**src/rxfc_defs.svh**
```systemverilog
/*
  Constants of the receive flow-control trigger: register offsets, field
  positions, reset values and timing counts.
  Assumes a 10 MHz system clock and inclusion by bare name.
*/
`ifndef RXFC_DEFS_SVH
`define RXFC_DEFS_SVH

`define RXFC_CFG_ADDR        12'h0AC
`define RXFC_STAT_ADDR       12'h0B4
`define RXFC_CFG_RESET       32'h0000_0000
`define RXFC_CFG_WMASK       32'h00FF_FFFF
`define RXFC_ANY_BIT         0
`define RXFC_OWN_BIT         1
`define RXFC_ALL_BIT         2
`define RXFC_GRP_BIT         3
`define RXFC_CODE_LSB        4
`define RXFC_CODE_MSB        7
`define RXFC_REL_LSB         8
`define RXFC_REL_MSB         15
`define RXFC_TRIG_LSB        16
`define RXFC_TRIG_MSB        23
`define RXFC_CLK_MHZ         10
`define RXFC_SLOW_EXTRA_NS   2200
`define RXFC_EXTRA_CYC       ((`RXFC_SLOW_EXTRA_NS * `RXFC_CLK_MHZ) / 1000)
`define RXFC_UNIT_SHIFT      6

`endif

```
**src/rxfc_pkg.sv**
```systemverilog
/*
  Types of the receive flow-control trigger.
  Assumes nothing beyond a SystemVerilog compiler.
*/
`default_nettype none
package rxfc_pkg;
  typedef struct packed {
    logic [7:0] pause_trigger_level;
    logic [7:0] pause_release_level;
    logic [3:0] backpressure_time_code;
    logic       flow_on_group_frame;
    logic       flow_on_all_stations_frame;
    logic       flow_on_own_address_frame;
    logic       flow_on_any_frame;
  } rxfc_cfg_type;

  typedef struct packed {
    logic sof;
    logic own_match;
    logic group_match;
    logic all_match;
  } rxfc_frame_type;

  typedef enum logic [1:0] {
    RXFC_IDLE,
    RXFC_ARMED,
    RXFC_PAUSED
  } rxfc_state_type;
endpackage
`default_nettype wire

```
**src/rxfc_bp_timer.sv**
```systemverilog
/*
  Back-pressure duration timer: maps the time code and link speed to a
  cycle count, loads it at start and counts down.
  Assumes a 10 MHz clock; start is a one-cycle pulse.
*/
`timescale 1ns/1ps
`default_nettype none
`include "rxfc_defs.svh"

module rxfc_bp_timer (
  input  wire logic       pclk,
  input  wire logic       presetn,
  input  wire logic       start,
  input  wire logic [3:0] code,
  input  wire logic       speed_100,
  output var  logic       busy
);
  logic [12:0] cnt_q;
  logic [12:0] cnt_d;
  logic [12:0] load_val;
  logic [12:0] base_us;

  ////////////////////////////////////////////////////////////////////////////
  always_comb begin
    case (code)
      4'h0:    base_us = 13'h0005;
      4'h1:    base_us = 13'h000A;
      4'h2:    base_us = 13'h000F;
      4'h3:    base_us = 13'h0019;
      default: base_us = 13'((code - 4'h3) * 50);
    endcase
    // Timer counts cycles; 10 cycles per us at 10 MHz
    load_val = 13'(base_us * `RXFC_CLK_MHZ);
    if (!speed_100) begin
      load_val = 13'(load_val + `RXFC_EXTRA_CYC);
    end
    cnt_d = cnt_q;
    if (start) begin
      cnt_d = load_val;
    end else if (cnt_q != 13'h0000) begin
      cnt_d = cnt_q - 13'h0001;
    end
  end

  always_ff @(posedge pclk or negedge presetn) begin
    if (!presetn) begin
      cnt_q <= 13'h0000;
      busy  <= 1'b0;
    end else begin
      cnt_q <= cnt_d;
      busy  <= (cnt_d != 13'h0000);
    end
  end
endmodule
`default_nettype wire

```
**src/rxfc_top.sv**
```systemverilog
/*
  Receive flow-control trigger with its APB configuration register.
  Watches receive FIFO occupancy and frame starts; drives half-duplex
  back pressure and full-duplex pause requests to the MAC.
  Assumes the MAC acknowledges a pause request with a one-cycle pulse and
  never aborts a frame it is already sending.
*/
`timescale 1ns/1ps
`default_nettype none
`include "rxfc_defs.svh"

module rxfc_top (
  input  wire logic        pclk,
  input  wire logic        presetn,
  input  wire logic        psel,
  input  wire logic        penable,
  input  wire logic        pwrite,
  input  wire logic [11:0] paddr,
  input  wire logic [31:0] pwdata,
  input  wire logic [3:0]  pstrb,
  output var  logic [31:0] prdata,
  output var  logic        pready,
  output var  logic        pslverr,
  input  wire logic [13:0] fifo_used,
  input  wire logic        full_duplex,
  input  wire logic        speed_100,
  input  wire logic        tx_enabled,
  input  wire logic        rx_sof,
  input  wire logic        rx_own_match,
  input  wire logic        rx_group_match,
  input  wire logic        rx_all_match,
  input  wire logic        pause_ack,
  output var  logic        pause_req,
  output var  logic        pause_zero,
  output var  logic        backpressure
);
  rxfc_pkg::rxfc_cfg_type   cfg;
  rxfc_pkg::rxfc_frame_type frm;
  rxfc_pkg::rxfc_state_type st_q;
  rxfc_pkg::rxfc_state_type st_d;
  logic [31:0] cfg_q;
  logic [31:0] cfg_d;
  logic [31:0] rdata_d;
  logic        slverr_d;
  logic        pready_d;
  logic        req_q;
  logic        req_d;
  logic        zero_q;
  logic        zero_d;
  logic        bp_start;
  logic        bp_busy;
  logic        bp_q;
  logic        bp_d;
  logic        at_trigger;
  logic        below_release;
  logic        type_hit;
  logic        setup;
  logic        wr_en;
  logic [31:0] wmask;
  logic [2:0]  type_en;
  logic [2:0]  type_seen;
  logic [2:0]  type_match;

  ////////////////////////////////////////////////////////////////////////////
  // APB slave: no wait states; read data is registered during the setup phase
  assign setup = psel && !penable;
  assign wr_en = psel && penable && pready && pwrite;

  genvar gi;
  generate
    for (gi = 0; gi < 4; gi = gi + 1) begin : g_lane
      assign wmask[gi*8 +: 8] = {8{pstrb[gi]}};
    end
  endgenerate

  always_comb begin
    cfg_d    = cfg_q;
    rdata_d  = prdata;
    slverr_d = pslverr;
    pready_d = 1'b0;
    if (setup) begin
      pready_d = 1'b1;
      slverr_d = 1'b0;
      if (paddr == `RXFC_CFG_ADDR) begin
        rdata_d = cfg_q;
      end else if (paddr == `RXFC_STAT_ADDR) begin
        rdata_d = {29'h0000_0000, bp_q, zero_q, req_q};
      end else begin
        rdata_d  = 32'h0000_0000;
        slverr_d = 1'b1;
      end
      if (pwrite) begin
        rdata_d = 32'h0000_0000;
      end
    end
    if (wr_en && paddr == `RXFC_CFG_ADDR) begin
      cfg_d = (cfg_q & ~(wmask & `RXFC_CFG_WMASK))
            | (pwdata & wmask & `RXFC_CFG_WMASK);
    end
  end

  always_ff @(posedge pclk or negedge presetn) begin
    if (!presetn) begin
      cfg_q   <= `RXFC_CFG_RESET;
      prdata  <= 32'h0000_0000;
      pslverr <= 1'b0;
      pready  <= 1'b0;
    end else begin
      cfg_q   <= cfg_d;
      prdata  <= rdata_d;
      pslverr <= slverr_d;
      pready  <= pready_d;
    end
  end

  ////////////////////////////////////////////////////////////////////////////
  // Field views of the configuration word
  always_comb begin
    cfg.pause_trigger_level = cfg_q[`RXFC_TRIG_MSB:`RXFC_TRIG_LSB];
    cfg.pause_release_level = cfg_q[`RXFC_REL_MSB:`RXFC_REL_LSB];
    cfg.backpressure_time_code = cfg_q[`RXFC_CODE_MSB:`RXFC_CODE_LSB];
    cfg.flow_on_group_frame        = cfg_q[`RXFC_GRP_BIT];
    cfg.flow_on_all_stations_frame = cfg_q[`RXFC_ALL_BIT];
    cfg.flow_on_own_address_frame  = cfg_q[`RXFC_OWN_BIT];
    cfg.flow_on_any_frame          = cfg_q[`RXFC_ANY_BIT];
    frm.sof             = rx_sof;
    frm.own_match       = rx_own_match;
    frm.group_match     = rx_group_match;
    frm.all_match       = rx_all_match;
  end

  // Level of zero would trigger on an empty FIFO; treat it as off
  assign at_trigger = (cfg.pause_trigger_level != 8'h00) &&
    ({2'b00, fifo_used} >=
     ({8'h00, cfg.pause_trigger_level} << `RXFC_UNIT_SHIFT));
  // Strict compare: a release level of zero never releases
  assign below_release = ({2'b00, fifo_used} <
     ({8'h00, cfg.pause_release_level} << `RXFC_UNIT_SHIFT));

  // Per-type match: enable bit and frame class line up bit for bit
  assign type_en   = {cfg.flow_on_group_frame,
                      cfg.flow_on_all_stations_frame,
                      cfg.flow_on_own_address_frame};
  assign type_seen = {frm.group_match, frm.all_match, frm.own_match};

  genvar gt;
  generate
    for (gt = 0; gt < 3; gt = gt + 1) begin : g_type
      assign type_match[gt] = type_en[gt] && type_seen[gt];
    end
  endgenerate

  ////////////////////////////////////////////////////////////////////////////
  // Half-duplex back pressure
  always_comb begin
    // No address decode in any-frame mode: the frame start alone counts
    if (cfg.flow_on_any_frame) begin
      type_hit = frm.sof;
    end else begin
      type_hit = frm.sof && (|type_match);
    end
    bp_start = !full_duplex && tx_enabled && at_trigger && type_hit
               && !bp_busy;
    bp_d = !full_duplex && (bp_start || bp_busy);
  end

  rxfc_bp_timer u_timer (
    .pclk      (pclk),
    .presetn   (presetn),
    .start     (bp_start),
    .code      (cfg.backpressure_time_code),
    .speed_100 (speed_100),
    .busy      (bp_busy)
  );

  ////////////////////////////////////////////////////////////////////////////
  // Full-duplex pause sequencing
  always_comb begin
    st_d   = st_q;
    req_d  = req_q;
    zero_d = zero_q;
    if (req_q && pause_ack) begin
      req_d = 1'b0;
    end
    case (st_q)
      rxfc_pkg::RXFC_IDLE: begin
        if (full_duplex && cfg.flow_on_any_frame && tx_enabled
            && at_trigger && !req_q) begin
          req_d  = 1'b1;
          zero_d = 1'b0;
          st_d   = rxfc_pkg::RXFC_ARMED;
        end
      end
      rxfc_pkg::RXFC_ARMED: begin
        // Hold until the MAC sends it at its next opening
        if (!req_q || pause_ack) begin
          st_d = rxfc_pkg::RXFC_PAUSED;
        end
      end
      rxfc_pkg::RXFC_PAUSED: begin
        // Leaving full duplex or any-frame mode cancels the zero pause
        if (!full_duplex || !cfg.flow_on_any_frame) begin
          st_d = rxfc_pkg::RXFC_IDLE;
        end else if (below_release && tx_enabled && !req_q) begin
          req_d  = 1'b1;
          zero_d = 1'b1;
          st_d   = rxfc_pkg::RXFC_IDLE;
        end
      end
      default: st_d = rxfc_pkg::RXFC_IDLE;
    endcase
  end

  always_ff @(posedge pclk or negedge presetn) begin
    if (!presetn) begin
      st_q         <= rxfc_pkg::RXFC_IDLE;
      req_q        <= 1'b0;
      zero_q       <= 1'b0;
      bp_q         <= 1'b0;
      pause_req    <= 1'b0;
      pause_zero   <= 1'b0;
      backpressure <= 1'b0;
    end else begin
      st_q         <= st_d;
      req_q        <= req_d;
      zero_q       <= zero_d;
      bp_q         <= bp_d;
      pause_req    <= req_d;
      pause_zero   <= zero_d;
      backpressure <= bp_d;
    end
  end
endmodule
`default_nettype wire

```
**config.mk**
```make
export PLATFORM = sky130hd
export DESIGN_NAME = rxfc_top
export DESIGN_NICKNAME = d
export VERILOG_FILES = /design/src/rxfc_pkg.sv /design/src/rxfc_bp_timer.sv /design/src/rxfc_top.sv
export VERILOG_INCLUDE_DIRS = /design/src
export SDC_FILE = /design/constraint.sdc
export NUM_CORES = 1
export LEC_CHECK = 0
export BUFFER_PORTS_ARGS = -buffer_cell sky130_fd_sc_hd__buf_2
export CAP_MARGIN = 20
export CORE_UTILIZATION = 54
export DETAILED_ROUTE_END_ITERATION = 8
export PLACE_DENSITY = 0.92
export SETUP_SLACK_MARGIN = 0.02
export SLEW_MARGIN = 5
export SYNTH_ARGS = -nofsm -noshare
export SYNTH_HDL_FRONTEND = slang
export SYNTH_SLANG_ARGS = --single-unit
```
**constraint.sdc**
```tcl
create_clock -name pclk -period 5.63 [get_ports pclk]
set_clock_uncertainty 0.15 [all_clocks]
set_input_delay 0.2815 -clock pclk [delete_from_list [all_inputs] [get_ports pclk]]
set_output_delay 0.2815 -clock pclk [all_outputs]
set_load 0.02 [all_outputs]
```
==> flow_metrics.tcl <==
set metrics [dict create \
    insertion_delay_ns 0.35 \
    synth_top_area_cell "dfrtp_1" \
    cts.path.max_buffers 2 \
    yosysMostFrequentCell "dfrtp_1" \
    p_leak_uw 0.00271 \
    r2r_cells 19 \
    worstPathCellList "buf_4 > a21oi_2 > xor2_1 > ha_1 > inv_1 > fa_1 > fa_1 > inv_1 > ha_1 > xor2_1 > nor2_1 > ha_1 > ha_2 > or4_1 > nand3_1 > nand4_1 > or4b_1 > o211a_1 > nand4b_4" \
    final_antenna_net_count 0 \
    synth_top_area_share_pct 37.5 \
    row_count 33 \
    coreArea_um2 8220 \
    cts_sinks 69 \
    grt_pass1_vias 3696 \
    layout-drive-gt1-share_pct 27.9 \
    slew_violations 0 \
    die_w_um 94.3 \
    setup_viol 0 \
    fmax_mhz 188 \
    synth_common_cells "dfrtp_1, ha_1, inv_1" \
    post-route-drc-count 0 \
    tritoncts "yes" \
    required_ns 5.70 \
    area_growth_syn_to_layout_pct 18.1 \
    endpoint_kind "register" \
    finalWeightedCongestion 0.891 \
    n_antenna_cell 0 \
    synth_flop_cell "dfrtp_1" \
    synth_warnings 0 \
    viasPerCell 5.98 \
    start_util_pct 56.0 \
    tns_ns 0 \
    clkTransAtPathRegs_ns 0.08 \
    synth.avg_cell_area_um2 10.3 \
    intPower_uw 788 \
    seq_area_frac_synth_pct 37.5 \
    wl_per_cell_um 17.1 \
    via_count 3922 \
    drt-total-wl_um 11200 \
    critPathMostFrequentCell "ha_1" \
    io_pins 112 \
    syn_area_um2 4600 \
    grt_start_max_net_pins 70 \
    synth.distinct_cells 65 \
    rsz0062_at_grt "false" \
    path_depth 19 \
    cts_max_level 3 \
    maxCapViolCount 0 \
    critPathLaunchType "register" \
    max_slew_margin_pct 35.8 \
    power.share.switching_pct 23.0 \
    synth_edf_count 0 \
    ys_seq_elements 69 \
    grt_usage_pct 25.1 \
    grt_antenna_before_repair 0 \
    arrival_ns 5.39 \
    cts-root-buf "clkbuf_8" \
    tightest_slew_ns 0.962 \
    async_flop_share_pct 100 \
    period_needed_ns 5.32 \
    fp.dieH_um 94.3 \
    total_power_uw 1020 \
    path_max_fanout 7 \
    violations "hold timing" \
    cp_slowest_stage_delay_ns 0.53 \
    overflow 0 \
    dp_hpwl_um 8330 \
    clock_power_share_pct 44.2 \
    critical-path-top-delay-family "adder cells" \
    grt_pass1_wl_um 17000 \
    powerDensity_nw_per_um2 188 \
    fin_crit_sh_pct 94.5 \
    worst-setup-path-type "reg -> reg" \
    power.switching_uw 235 \
    worst-path-buf-inv 3 \
    hold_viol_final 69 \
    drt_iter0_drc 243 \
    cts_buffers 9 \
    hold_slack_ns -0.0345 \
    p_comb_share_pct 7.1 \
    fin_nets 671 \
    die_area_um2 8890 \
    run_status "finished with violations" \
    portBuffers 94 \
    power_frac_seq_pct 48.7 \
    max-vdd-ir-drop_uv 112 \
    hp-class "in -> async" \
    slowest_stage "or4_1" \
    yosys-top-cells-area "dfrtp_1, ha_1, mux2_2" \
    syn_inst 448 \
    dr.pass1.iters 5 \
]
[power groups by stage]
stage | clock, µW | sequential (µW) | combinational, µW
4_1_cts | 451 | 498 | 72.2
3_5_place_dp | 0 | 507 | 70.8
2_1_floorplan | 0 | 509 | 30.2
6_report | 452 | 498 | 73.1
3_3_place_gp | 0 | 507 | 67.9
5_1_grt | 478 | 498 | 81.3
[kinds of logic after synthesis]
kind of cell | Yosys count | synth area share, %
fa+ha+maj | 50 | 14.4
simple gates | 118 | 14.7
other cells | 1 | 0.0815
compound gates | 95 | 15.1
flops | 69 | 37.5
mux | 32 | 7.64
xor+xnor | 27 | 5.14
buf+inv | 56 | 5.44
[routing by layer]
metal	wire length [µm]	global-route usage [%]	share of wire, %	vias up
li1	-	-	-	1819
met2	5940	45.5	53	156
met3	625	3.80	5.6	29
met4	295	12.6	2.6	0
met5	0	0	0	-
met1	4340	28.2	39	1918
[what timing repair did]
item                                    4_1_cts  5_1_grt
resized for setup                             0        8
setup buffers                                 0        3
hold buffers                                  1        0
endpoints found under the hold margin         1        0
endpoints found under the setup margin        0        2
[stage by stage]
stage               utilization [%]  area [µm²]  cells  hold WS (ns)  worst slack [ns]
finish                         66.1        5430    656       -0.0345             0.310
global route                   66.1        5430    656       0.00251            0.0475
CTS                            65.3        5360    652       0.00589             0.124
detailed placement             62.4        5130    635         0.325             0.161
global placement               62.4        5130    635         0.305             0.321
floorplan                         -        4630    455        -0.164             0.447
[cell usage in the layout, fill, tap and decap left out, drive strengths merged, types with 8 or more instances in the layout]
cell type | synthesis | layout
buf | 11 | 100
dfrtp | 69 | 69
ha | 45 | 45
inv | 35 | 35
nand2 | 29 | 29
mux2 | 25 | 25
a22o | 21 | 21
nor2 | 19 | 19
o21ai | 17 | 17
xnor2 | 15 | 15
xor2 | 12 | 12
a21oi | 11 | 11
clkbuf | 10 | 10
a211oi | 8 | 8
conb | 1 | 8
[cell type report]
type | count | area (µm²)
flip-flops and latches | 69 | 1730
inverters | 35 | 131
clock inverters | 6 | 86.3
multi-input cells | 330 | 2680
repair buffers | 101 | 533
well taps | 105 | 131
clock buffers | 10 | 138
fillers | 593 | 2790
[worst paths after layout]
path | start | to | slack [ns]
worst min-delay path | presetn | u_timer.cnt_q[5] | -0.03
min in group pclk | pwdata[8] | register | 0.01
max in group asynchronous | presetn | asynchronous set/reset pin | 4.78
worst max-delay path | register | u_timer.busy | 0.31
worst max register to register | register | u_timer.busy | 0.31
worst min register to register | prdata[2] | prdata[2] | 0.33
[worst register-to-register path, cell delays in order (launching register included)]
cell and delay (ns):
dfrtp_2 0.47, buf_4 0.16, a21oi_2 0.16, xor2_1 0.17, ha_1 0.17, inv_1 0.05, fa_1 0.47, fa_1 0.52
inv_1 0.05, ha_1 0.33, xor2_1 0.18, nor2_1 0.07, ha_1 0.33, ha_2 0.34, or4_1 0.53, nand3_1 0.13
nand4_1 0.12, or4b_1 0.50, o211a_1 0.14, nand4b_4 0.16
Power figures use the tool's default switching activity.
